===== config.mk =====
export PLATFORM = sky130hd
export DESIGN_NAME = aicr_regs
export DESIGN_NICKNAME = d
export VERILOG_FILES = /design/src/rtl/aicr_pkg.sv /design/src/rtl/aicr_regs.sv
export SDC_FILE = /design/constraint.sdc
export NUM_CORES = 1
export LEC_CHECK = 0
export CORE_MARGIN = 3
export CORE_UTILIZATION = 55
export CTS_BUF_LIST = sky130_fd_sc_hd__clkbuf_4 sky130_fd_sc_hd__clkbuf_8
export CTS_CLUSTER_SIZE = 14
export DETAILED_ROUTE_END_ITERATION = 12
export DONT_BUFFER_PORTS = 1
export GPL_TIMING_DRIVEN = 0
export MAX_ROUTING_LAYER = met4
export PLACE_DENSITY = 0.73
export SLEW_MARGIN = 20
export SYNTH_ARGS = -nofsm -noshare
export SYNTH_HDL_FRONTEND = slang
export SYNTH_SLANG_ARGS = --single-unit

===== constraint.sdc =====
create_clock -name core_clk_i -period 1.7 [get_ports core_clk_i]
set_clock_uncertainty 0.05 [all_clocks]
set_input_delay 0.17 -clock core_clk_i [delete_from_list [all_inputs] [get_ports core_clk_i]]
set_output_delay 0.17 -clock core_clk_i [all_outputs]
set_load 0.005 [all_outputs]

===== src/rtl/aicr_pkg.sv =====
// Constants for the input-selection and configuration-one register slice
`default_nettype none

package aicr_pkg;

  // ----------------------------------------
  // Register map
  // ----------------------------------------
  localparam logic [7:0] AICR_ADDR_INPUT_SELECTION = 8'h04;
  localparam logic [7:0] AICR_ADDR_CONFIGURATION_ONE = 8'h05;
  localparam logic [7:0] AICR_RESET_INPUT_SELECTION = 8'h00;
  localparam logic [7:0] AICR_RESET_CONFIGURATION_ONE = 8'h00;

  // Writable bits; everything else is reserved
  localparam logic [7:0] AICR_MASK_INPUT_SELECTION = 8'h03;
  localparam logic [7:0] AICR_MASK_CONFIGURATION_ONE = 8'h7b;

  // ----------------------------------------
  // Field positions
  // ----------------------------------------
  localparam int AICR_SEL_LSB = 0;
  localparam int AICR_SEL_MSB = 1;
  localparam int AICR_BIT_NEG_PRECHARGE = 0;
  localparam int AICR_BIT_POS_PRECHARGE = 1;
  localparam int AICR_BIT_REF_PRECHARGE = 3;
  localparam int AICR_BIT_COMMON_MODE = 4;
  localparam int AICR_BIT_INPUT_RANGE = 5;
  localparam int AICR_BIT_REFERENCE_RANGE = 6;

  // ----------------------------------------
  // Input-select encodings
  // ----------------------------------------
  typedef enum logic [1:0] {
    AICR_SEL_NORMAL = 2'b00,
    AICR_SEL_INVERTED = 2'b01,
    AICR_SEL_SHORT_MID = 2'b10,
    AICR_SEL_SHORT_POS = 2'b11
  } aicr_sel_t;

endpackage

`default_nettype wire


===== src/rtl/aicr_regs.sv =====
// Input-selection and configuration-one registers driving the analog front end
`default_nettype none

module aicr_regs (
  // Clock and reset
  input wire logic core_clk_i,
  input wire logic rst_i,
  // Register access from the serial host logic
  input wire logic reg_wr_i,
  input wire logic reg_rd_i,
  input wire logic [7:0] reg_addr_i,
  input wire logic [7:0] reg_wdata_i,
  output logic [7:0] reg_rdata_o,
  output logic reg_rvalid_o,
  // Input switch matrix controls
  output aicr_pkg::aicr_sel_t input_select_field_o,
  output logic route_normal_o,
  output logic route_inverted_o,
  output logic short_to_mid_o,
  output logic short_to_positive_o,
  output logic external_inputs_connected_o,
  // Front-end configuration
  output logic pos_input_precharge_en_o,
  output logic neg_input_precharge_en_o,
  output logic ref_precharge_en_o,
  output logic common_mode_output_en_o,
  output logic input_range_sel_o,
  output logic reference_range_sel_o
);
  import aicr_pkg::*;

  // ----------------------------------------
  // Address decode
  // ----------------------------------------
  // Shared by the write and read paths so the two can never disagree on the map
  function automatic logic is_input_selection(input logic [7:0] addr);
    is_input_selection = (addr == AICR_ADDR_INPUT_SELECTION);
  endfunction

  function automatic logic is_configuration_one(input logic [7:0] addr);
    is_configuration_one = (addr == AICR_ADDR_CONFIGURATION_ONE);
  endfunction

  // Reserved positions are dropped here, so they can never read back as one
  function automatic logic [7:0] keep_writable(input logic [7:0] data, input logic [7:0] mask);
    keep_writable = data & mask;
  endfunction

  // ----------------------------------------
  // Storage
  // ----------------------------------------
  logic [7:0] input_selection_r;
  logic [7:0] configuration_one_r;
  logic [7:0] input_selection_nxt;
  logic [7:0] configuration_one_nxt;
  aicr_sel_t sel_nxt;
  logic sel_wr_en;
  logic cfg_wr_en;

  always_comb
  begin
    sel_wr_en = reg_wr_i && is_input_selection(reg_addr_i);
    cfg_wr_en = reg_wr_i && is_configuration_one(reg_addr_i);
  end

  always_comb
  begin
    input_selection_nxt = input_selection_r;
    configuration_one_nxt = configuration_one_r;
    if (sel_wr_en)
    begin
      input_selection_nxt = keep_writable(reg_wdata_i, AICR_MASK_INPUT_SELECTION);
    end
    else if (cfg_wr_en)
    begin
      configuration_one_nxt = keep_writable(reg_wdata_i, AICR_MASK_CONFIGURATION_ONE);
    end
    sel_nxt = aicr_sel_t'(input_selection_nxt[AICR_SEL_MSB:AICR_SEL_LSB]);
  end

  always_ff @(posedge core_clk_i)
  begin
    if (rst_i)
    begin
      input_selection_r <= AICR_RESET_INPUT_SELECTION;
      configuration_one_r <= AICR_RESET_CONFIGURATION_ONE;
    end
    else
    begin
      input_selection_r <= input_selection_nxt;
      configuration_one_r <= configuration_one_nxt;
    end
  end

  // ----------------------------------------
  // Read port
  // ----------------------------------------
  // Unmapped addresses read zero rather than holding the previous value
  logic [7:0] rdata_nxt;

  always_comb
  begin
    rdata_nxt = 8'h00;
    if (!reg_rd_i)
    begin
      rdata_nxt = 8'h00;
    end
    else if (is_input_selection(reg_addr_i))
    begin
      rdata_nxt = input_selection_r;
    end
    else if (is_configuration_one(reg_addr_i))
    begin
      rdata_nxt = configuration_one_r;
    end
    else
    begin
      rdata_nxt = 8'h00;
    end
  end

  // Read data stands only in the cycle after the strobe; between reads it sits at zero
  always_ff @(posedge core_clk_i)
  begin
    if (rst_i)
    begin
      reg_rdata_o <= 8'h00;
    end
    else
    begin
      reg_rdata_o <= rdata_nxt;
    end
  end

  always_ff @(posedge core_clk_i)
  begin
    if (rst_i)
    begin
      reg_rvalid_o <= 1'b0;
    end
    else
    begin
      reg_rvalid_o <= reg_rd_i;
    end
  end

  // ----------------------------------------
  // Switch matrix decode
  // ----------------------------------------
  // Decoded from the next value so the strobes change in the same edge as the field
  logic route_normal_nxt;
  logic route_inverted_nxt;
  logic short_to_mid_nxt;
  logic short_to_positive_nxt;
  logic external_inputs_connected_nxt;

  always_comb
  begin
    route_normal_nxt = 1'b0;
    route_inverted_nxt = 1'b0;
    short_to_mid_nxt = 1'b0;
    short_to_positive_nxt = 1'b0;
    external_inputs_connected_nxt = 1'b1;
    case (sel_nxt)
      AICR_SEL_NORMAL: route_normal_nxt = 1'b1;
      AICR_SEL_INVERTED: route_inverted_nxt = 1'b1;
      AICR_SEL_SHORT_MID:
      begin
        short_to_mid_nxt = 1'b1;
        external_inputs_connected_nxt = 1'b0;
      end
      // Positive pin stays on the converter, so the external inputs count as connected
      AICR_SEL_SHORT_POS: short_to_positive_nxt = 1'b1;
      default: route_normal_nxt = 1'b1;
    endcase
  end

  always_ff @(posedge core_clk_i)
  begin
    if (rst_i)
    begin
      input_select_field_o <= AICR_SEL_NORMAL;
      route_normal_o <= 1'b1;
      route_inverted_o <= 1'b0;
      short_to_mid_o <= 1'b0;
      short_to_positive_o <= 1'b0;
      external_inputs_connected_o <= 1'b1;
    end
    else
    begin
      input_select_field_o <= sel_nxt;
      route_normal_o <= route_normal_nxt;
      route_inverted_o <= route_inverted_nxt;
      short_to_mid_o <= short_to_mid_nxt;
      short_to_positive_o <= short_to_positive_nxt;
      external_inputs_connected_o <= external_inputs_connected_nxt;
    end
  end

  // ----------------------------------------
  // Front-end enables
  // ----------------------------------------
  always_ff @(posedge core_clk_i)
  begin
    if (rst_i)
    begin
      pos_input_precharge_en_o <= 1'b0;
      neg_input_precharge_en_o <= 1'b0;
      ref_precharge_en_o <= 1'b0;
      common_mode_output_en_o <= 1'b0;
      input_range_sel_o <= 1'b0;
      reference_range_sel_o <= 1'b0;
    end
    else
    begin
      pos_input_precharge_en_o <= configuration_one_nxt[AICR_BIT_POS_PRECHARGE];
      neg_input_precharge_en_o <= configuration_one_nxt[AICR_BIT_NEG_PRECHARGE];
      ref_precharge_en_o <= configuration_one_nxt[AICR_BIT_REF_PRECHARGE];
      common_mode_output_en_o <= configuration_one_nxt[AICR_BIT_COMMON_MODE];
      input_range_sel_o <= configuration_one_nxt[AICR_BIT_INPUT_RANGE];
      reference_range_sel_o <= configuration_one_nxt[AICR_BIT_REFERENCE_RANGE];
    end
  end

endmodule

`default_nettype wire


==> results.txt, run 1 <==
Synth Cell Area = 861 sq um
leakage = 0.000336 uW
nets = 115
Worst R2R Start = input_select_field_o[1]
Post-CTS Resized = 0
Yosys warnings = 0
Max Root-Sink Buffers = 2
drt total wl = 1790 um
critical path's slowest cell = dlygate4sd3_1
Core Footprint = 1380 sq um
Seq cells post-synth = 20
num ports = 42
clk slew on worst S/H paths = 0.11 ns
Slew @ Worst Pin = 0.950 ns
startpoint types = primary input
Vias/cell = 6.07
final count of pins violating max slew = 0
Setup CP Type = primary input to flip-flop
Syn Area/Cell = 10.5 sq um
TritonCTS buffer count = 3
share of the synthesized area in the top cell type = 46.5%
final instance area = 976 sq um
top cells by area, synth = dfxtp_1 (47%), mux2i_1 (9.3%), nand2b_1 (4.4%)
Initial Util = 62.3%
htree depth = 1
Max VDD drop = 0.482 mV
post-route ant nets = 0
dpl cell area = 883 sq um
FMAX = 664 MHz
Setup TNS = 0 ns
Ant. Diodes = 0
most used cell along the critical path = clkbuf_1
CP endpoint kind = flip-flop
CP startpoint = rst_i
Post-synth ARST share = 0%
Final Critical Period = 1.51 ns
WP data arrival = 1.63 ns
remaining global-route overflow = 0
fin crit share = 88.6%
CP required = 1.82 ns
normalized max-slew margin = 36.1%
routed vias = 656
ys flop type = dfxtp_1
top-count cell post-synth = dfxtp_1
hold path startpoint = reg_addr_i[1]
DR pass1 iterations = 4
Clock Sinks = 20
Seq/Total Area, Yosys = 46.5%
Finished Core Util = 70.6%
post-synthesis cell type count = 25
global-route wire length before repair = 2750 um
Post-synth EDFFs = 0
Starting DRT DRC Count = 9
share of layout cells above drive strength 1 = 10.8%
Post-Synthesis Cells = 82
WP buf/inv = 3
layout overhead on the synthesized area = 13.4%
Post-route DRC = 0
Tot GR Track Use = 18.9%
CP top delay family = buffers and inverters
Pwr Density = 757 nW/um^2
Root Driver = clkbuf_4
row cnt = 13
Max-Cap Viols = 0
average routed wire per standard cell = 16.5 um
Port Buffer Count = 0
Clk Latency, worst-skew pair = 0.29 ns
post-DP HPWL = 1270 um
GP Congestion = 0.783
status = finished clean
area leader, netlist = dfxtp_1
Post-CTS Setup Inserts = 0
Horiz. Die Dim = 45.6 um
die height = 45.6 um
Die Footprint = 2080 sq um
delay of the slowest critical-path stage = 0.55 ns
Final Hold Viols = 0
vias in the first global route = 645
crit path max fanout = 10
unrepaired setup endpoints after global routing = no
initial antenna violation count = 0
CTS tree = yes
Final Setup Violations = 0
largest net degree at the start of global routing = 11
hold buffers post-CTS = 7
synth cell count leaders = dfxtp_1 (20), mux2i_1 (8), nand2b_1 (6)
Hold WC Path Type = primary input to flip-flop
worst path cell trace = clkbuf_1, clkbuf_1, nand3b_1, dlygate4sd3_1, mux2i_1
## area by class of cell
cell class / instances / area (sq um)
Buffer: 7 / 41.3
Multi-Input combinational cell: 55 / 419
Inverter: 1 / 3.75
Timing Repair Buffer: 7 / 70.1
Fill cell: 112 / 407
Tap cell: 15 / 18.8
Clock buffer: 3 / 22.5
Sequential cell: 20 / 400
## layout by cell type (no fill, tap or decap), types with 4 or more instances in the layout
cell type / Yosys / routed
dfxtp_1: 20 / 20
mux2i_1: 8 / 8
dlygate4sd3_1: 0 / 7
nand2b_1: 6 / 6
o31ai_1: 5 / 5
clkbuf_1: 4 / 4
and2_1: 4 / 4
nand4_1: 4 / 4
a21oi_1: 4 / 4
nor3b_1: 4 / 4
## through the flow
stage | std cells | power [uW] | hold WS (ns) | setup WS [ns]
after global routing | 108 | 772 | 0.00700 | 0.108
after floorplan | 83 | 516 | 0.248 | 0.0349
after CTS | 108 | 742 | 0.0181 | 0.243
after detailed placement | 98 | 523 | 0.268 | -0.0562
after global placement | 98 | 522 | 0.253 | -0.0368
final | 108 | 739 | 0.0170 | 0.194
## cells by family after synthesis
family                 share of synthesized area [%]
muxes                                           12.8
other                                          0.436
AOI/OAI and AO/OA                               7.41
DFF                                             46.5
buffers and inverters                           5.23
and+or+nand+nor                                 27.6
## sequential cells by signal, indices dropped and copies added (netlist names)
name,count
reg_rdata_o,6
configuration_one_r,6
reg_rvalid_o,1
external_inputs_connected_o,1
short_to_positive_o,1
short_to_mid_o,1
input_select_field_o,2
route_normal_o,1
route_inverted_o,1
## power by group
group          switching (uW)  internal (uW)
Clock                     131           82.3
Sequential               1.00            470
Combinational            26.2           28.8
## worst paths after layout
path	slack (ns)	end	cells past startpoint
worst min-delay path	0.02	reg_rdata_o[1]	2
worst min register to register	0.46	configuration_one_r[4]	2
worst max-delay path	0.19	short_to_positive_o	5
worst max register to register	0.65	short_to_mid_o	2
## layer usage
metal | part of all wire (%) | vias up | GRT usage, %
met4 | 0.67 | 0 | 5.26
met2 | 48 | 36 | 30.9
met3 | 9.4 | 2 | 6.32
met5 | 0 | - | -
met1 | 42 | 301 | 21.7
li1 | - | 317 | -
Note: power is estimated with default switching activity, not from simulation.
==> run 2, diff against run 1 <==
- CORE_UTILIZATION: 55 -> 45
- PLACE_DENSITY: 0.73 -> not set
==> run 2 against run 1 <==
Effect of this change:
- clock power increased by 30%
- first-iteration DRC count grew 44%
- non-clock buffer count increased by 2
- via count is 0.91% higher
- power is 9.1% higher
- global-route usage down 1.7 points
- highest routed layer unchanged
==> results.txt, run 2 (synthesis results as in run 1) <==
post-route ant nets = 0 (unchanged)
global-route wire length before repair = 3220 um (was 2750 um)
FMAX = 674 MHz (was 664 MHz)
Largest regs = configuration_one_r x6, reg_rdata_o x6, input_select_field_o x2 (unchanged)
share of layout cells above drive strength 1 = 12.5% (was 10.8%)
CP required = 1.84 ns (was 1.82 ns)
Horiz. Die Dim = 49.7 um (was 45.6 um)
Slew @ Worst Pin = 0.989 ns (was 0.950 ns)
nets = 117 (was 115)
TritonCTS buffer count = 3 (unchanged)
switching share of power = 21.5% (was 21.4%)
Pwr Density = 784 nW/um^2 (was 757 nW/um^2)
Initial Util = 48.8% (was 62.3%)
GP Congestion = 0.729 (was 0.783)
# fillers = 158 (was 112)
R2R Path End = short_to_mid_o (unchanged)
switching power = 174 uW (was 158 uW)
Starting DRT DRC Count = 13 (was 9)
Max-Cap Viols = 0 (unchanged)
Root Driver = clkbuf_4 (unchanged)
crit path max fanout = 10 (unchanged)
clock network power share = 34.2% (was 28.8%)
Final Hold Viols = 0 (unchanged)
initial antenna violation count = 0 (unchanged)
CP startpoint = rst_i (unchanged)
row cnt = 15 (was 13)
final hold slack = 0.00533 ns (was 0.0170 ns)
final count of pins violating max slew = 0 (unchanged)
unrepaired setup endpoints after global routing = no (unchanged)
Port Buffer Count = 0 (unchanged)
DP Cell Count = 108 (was 98)
sequential share of power = 58.4% (was 63.7%)
DR pass1 iterations = 4 (unchanged)
combinational power share = 7.4% (about the same)
Post-CTS Setup Inserts = 0 (unchanged)
startpoint types = primary input (unchanged)
Post-route DRC = 0 (unchanged)
drt total wl = 1870 um (was 1790 um)
largest net degree at the start of global routing = 12 (was 11)
Core Footprint = 1760 sq um (was 1380 sq um)
commonest non-fill, non-tap cell in the layout = dfxtp_1 (unchanged)
CP endpoint kind = flip-flop (unchanged)
Reg2Reg Depth = 2 (unchanged)
routed vias = 662 (was 656)
Final Setup Violations = 0 (unchanged)
commonest non-fill, non-tap cells in the layout = dfxtp_1 (20), dlygate4sd3_1 (9), mux2i_1 (8) (was dfxtp_1 (20), mux2i_1 (8), dlygate4sd3_1 (7))
Clk Latency, worst-skew pair = 0.30 ns (was 0.29 ns)
layout overhead on the synthesized area = 19.5% (was 13.4%)
non-filler cells in the finished layout = 121 (was 108)
Pint = 633 uW (was 581 uW)
normalized max-slew margin = 33.1% (was 36.1%)
die height = 49.7 um (was 45.6 um)
fin crit share = 87.2% (was 88.6%)
hold path startpoint = reg_wdata_i[1] (was reg_addr_i[1])
WP data arrival = 1.63 ns (about the same)
average routed wire per standard cell = 15.4 um (was 16.5 um)
remaining global-route overflow = 0 (unchanged)
Max VDD drop = 0.391 mV (was 0.482 mV)
num ports = 42 (unchanged)
vias in the first global route = 690 (was 645)
Tot GR Track Use = 17.2% (was 18.9%)
Setup CP Type = primary input to flip-flop (unchanged)
status = finished clean (unchanged)
FF-to-FF setup slack = 0.65 ns (about the same)
Ant. Diodes = 0 (unchanged)
leakage = 0.000352 uW (was 0.000336 uW)
post-DP HPWL = 1250 um (was 1270 um)
Final Critical Period = 1.48 ns (was 1.51 ns)
Max Root-Sink Buffers = 2 (unchanged)
Clock Sinks = 20 (unchanged)
Worst R2R Start = input_select_field_o[1] (unchanged)
Hold WC Path Type = primary input to flip-flop (unchanged)
final instance area = 1030 sq um (was 976 sq um)
Vias/cell = 5.47 (was 6.07)
CTS tree = yes (unchanged)
CP endpoint = short_to_positive_o (unchanged)
dpl cell area = 896 sq um (was 883 sq um)
clk slew on worst S/H paths = 0.11 ns (about the same)
htree depth = 1 (unchanged)
Die Footprint = 2470 sq um (was 2080 sq um)
## run 2: layout make-up
| cell class | instances | area [sq um] | area share [%] |
|---|---|---|---|
| multi-input combinational | 55 | 425 | 41.4 |
| sequential | 20 | 400 | 38.9 |
| timing repair buffer | 9 | 90.1 | 8.76 |
| buffer | 7 | 41.3 | 4.01 |
| clock buffer | 4 | 36.3 | 3.53 |
| tap | 25 | 31.3 | 3.04 |
| inverter | 1 | 3.75 | 0.365 |
## run 2: power by group through the flow
| stage | Sequential, uW | Combinational, uW | Clock [uW] |
|---|---|---|---|
| 6_report | 471 | 59.3 | 276 |
| 5_1_grt | 472 | 65.1 | 305 |
| 4_1_cts | 471 | 56.4 | 283 |
| 3_5_place_dp | 482 | 41.7 | 0 |
| 3_3_place_gp | 482 | 40.8 | 0 |
| 2_1_floorplan | 481 | 34.9 | 0 |
## run 2: what timing repair did
| action | 4_1_cts | 5_1_grt |
|---|---|---|
| hold endpoints to repair | 8 | 1 |
| resized for setup | 0 | 0 |
| hold buffers | 8 | 1 |
## run 2: routing by layer
layer	global-route usage (%)	part of all wire, %	up-vias	routed length, um
met3	6.34	11	4	209
met2	25.6	45	42	832
li1	-	-	322	-
met1	20.5	43	294	801
met5	-	0	-	0
met4	8.29	1.3	0	25
## run 2: how the worst min path moves through the flow
| stage | cells after the start | to | slack, ns |
|---|---|---|---|
| floorplan | 1 | reg_rvalid_o | 0.25 |
| global placement | 1 | reg_rvalid_o | 0.26 |
| detailed placement | 1 | reg_rvalid_o | 0.26 |
| CTS | 2 | input_select_field_o[1] | 0.0009 |
| global route | 2 | input_select_field_o[1] | 0.02 |
| finish | 2 | input_select_field_o[1] | 0.005 |
## run 2: worst max-delay path, cell delays in order
cell           delay, ns
clkbuf_1            0.30
clkbuf_1            0.38
nand3b_1            0.17
dlygate4sd3_1       0.54
mux2i_1             0.06
## run 2: stage by stage
| step | power (uW) | setup slack, ns | utilization, % | setup TNS [ns] |
|---|---|---|---|---|
| 3_5_place_dp | 523 | -0.0579 | 50.8 | -0.257 |
| 4_1_cts | 811 | 0.224 | 57.4 | 0 |
| 2_1_floorplan | 516 | 0.0349 | - | 0 |
| 3_3_place_gp | 523 | -0.0437 | 50.8 | -0.252 |
| 5_1_grt | 842 | 0.0378 | 58.3 | 0 |
| 6_report | 806 | 0.217 | 58.3 | 0 |
==> run 3, diff against run 2 <==
- clock period: 1.7 -> 1.2 ns (I/O delays scaled with it)
==> run 3 against run 2 <==
Effect of this change:
- the flow now finishes with violations (setup timing)
- cell count grew 4.1%
- utilization grew 4.1 points
- critical path type unchanged
- die area unchanged
- hold slack better by 0.0029 ns
- first-iteration DRC count fell by 62%
- largest cell class unchanged
- sequential share of layout area fell by 2.6 points
==> results.txt, run 3 (synthesis results as in run 1) <==
normalized max-slew margin = 44.3% (was 33.1%)
remaining global-route overflow = 0 (unchanged)
Vias/cell = 5.31 (was 5.47)
global-route wire length before repair = 2970 um (was 3220 um)
Final Hold Viols = 0 (unchanged)
Tot Pwr = 1140 uW (was 806 uW)
final count of pins violating max slew = 0 (unchanged)
TritonCTS buffer count = 3 (unchanged)
unrepaired setup endpoints after global routing = yes (was no)
commonest non-fill, non-tap cells in the layout = dfxtp_1 (20), mux2i_1 (8), dlygate4sd3_1 (8) (was dfxtp_1 (20), dlygate4sd3_1 (9), mux2i_1 (8))
die height = 49.7 um (unchanged)
sequential share of power = 58.5% (was 58.4%)
fin crit share = 103%
Pint = 899 uW (was 633 uW)
nets = 122 (was 117)
layout overhead on the synthesized area = 27.9% (was 19.5%)
status = complete, but fails checks (was finished clean)
Max Root-Sink Buffers = 2 (unchanged)
vias in the first global route = 637 (was 690)
Horiz. Die Dim = 49.7 um (unchanged)
Clock Sinks = 20 (unchanged)
Die Footprint = 2470 sq um (unchanged)
combinational power share = 7.8% (was 7.4%)
share of layout cells above drive strength 1 = 20.8% (was 12.5%)
WP data arrival = 1.38 ns (was 1.63 ns)
switching power = 243 uW (was 174 uW)
failing checks = setup timing
Hold WC Path Type = primary input to flip-flop (unchanged)
drt total wl = 1880 um (was 1870 um)
average routed wire per standard cell = 14.9 um (was 15.4 um)
pre-CTS WS = -0.506 ns (was -0.0579 ns)
Max VDD drop = 0.617 mV (was 0.391 mV)
Pwr Density = 1040 nW/um^2 (was 784 nW/um^2)
FMAX = 810 MHz
leakage = 0.000393 uW (was 0.000352 uW)
CP endpoint kind = flip-flop (unchanged)
post-route ant nets = 0 (unchanged)
Largest regs = configuration_one_r x6, reg_rdata_o x6, input_select_field_o x2 (unchanged)
Ant. Diodes = 0 (unchanged)
Slew @ Worst Pin = 0.824 ns (was 0.989 ns)
num ports = 42 (unchanged)
crit path max fanout = 5 (was 10)
Post-route DRC = 0 (unchanged)
startpoint types = primary input (unchanged)
Max-Cap Viols = 0 (unchanged)
Setup CP Type = primary input to flip-flop (unchanged)
Initial Util = 48.8% (unchanged)
GP Congestion = 0.748 (was 0.729)
CP required = 1.34 ns (was 1.84 ns)
switching share of power = 21.3% (was 21.5%)
Starting DRT DRC Count = 5 (was 13)
post-route setup slack = -0.0345 ns (was 0.217 ns)
Root Driver = clkbuf_4 (unchanged)
Core Footprint = 1760 sq um (unchanged)
Final Critical Period = 1.23 ns
largest net degree at the start of global routing = 12 (unchanged)
row cnt = 15 (unchanged)
clock network power share = 33.7% (was 34.2%)
Clk Latency, worst-skew pair = 0.30 ns (about the same)
Tot GR Track Use = 16.2% (was 17.2%)
commonest non-fill, non-tap cell in the layout = dfxtp_1 (unchanged)
DR pass1 iterations = 4 (unchanged)
post-DP HPWL = 1270 um (was 1250 um)
Final Setup Violations = 2 (was 0)
htree depth = 1 (unchanged)
Port Buffer Count = 0 (unchanged)
initial antenna violation count = 0 (unchanged)
CTS tree = yes (unchanged)
routed vias = 669 (was 662)
clk slew on worst S/H paths = 0.11 ns (about the same)
run 3: area by class of cell:
| cell class | instances | area (sq um) |
|---|---|---|
| multi-input combinational | 55 | 445 |
| timing repair buffer | 15 | 144 |
| tap | 25 | 31.3 |
| sequential | 20 | 400 |
| inverter | 1 | 3.75 |
| buffer | 6 | 40.0 |
| fill | 157 | 663 |
| clock buffer | 4 | 36.3 |
run 3: critical path, cell delays in order:
cell and delay, ns:
or4bb_1 0.50, clkbuf_8 0.16, nor3_4 0.16, buf_6 0.15, mux2_4 0.29
run 3: through the flow:
step / setup TNS, ns / utilization [%] / cell area (sq um) / instances / hold WS [ns]
4_1_cts: -0.00303 / 60.6 / 1070 / 124 / 0.0342
2_1_floorplan: -2.80 / - / 881 / 83 / 0.198
3_3_place_gp: -4.91 / 51.7 / 912 / 108 / 0.206
6_report: -0.0671 / 62.4 / 1100 / 126 / 0.00824
5_1_grt: -0.0376 / 62.4 / 1100 / 126 / 0.0130
3_5_place_dp: -4.84 / 51.7 / 912 / 108 / 0.229
run 3: path summary, 6_finish.rpt:
kind | start | end | slack [ns] | cells after the start
max | reg_addr_i[3] | route_inverted_o | -0.03 | 5
min | reg_addr_i[6] | configuration_one_r[4] | 0.008 | 3
max reg2reg | input_select_field_o[1] | short_to_mid_o | 0.16 | 2
min reg2reg | configuration_one_r[1] | configuration_one_r[1] | 0.47 | 2
run 3: power groups by stage:
stage	Sequential, uW	Combinational, uW	Clock [uW]
4_1_cts	668	86.7	388
5_1_grt	668	98.3	419
3_3_place_gp	682	59.7	0
6_report	667	89.4	385
2_1_floorplan	682	51.7	0
3_5_place_dp	683	60.0	0
run 3: what timing repair did:
action                                  CTS  global route
endpoints found under the setup margin    8             8
pin swaps                                 3             1
endpoints found under the hold margin    16             0
setup buffers                             5             2
resized for setup                         3             4
hold buffers                              8             0
run 3: metal layers:
metal,vias up,share of wire [%],track usage [%]
li1,334,-,-
met1,304,41,19.0
met2,27,49,25.3
met3,4,8.1,5.14
met4,0,1.7,6.91
met5,-,0,-
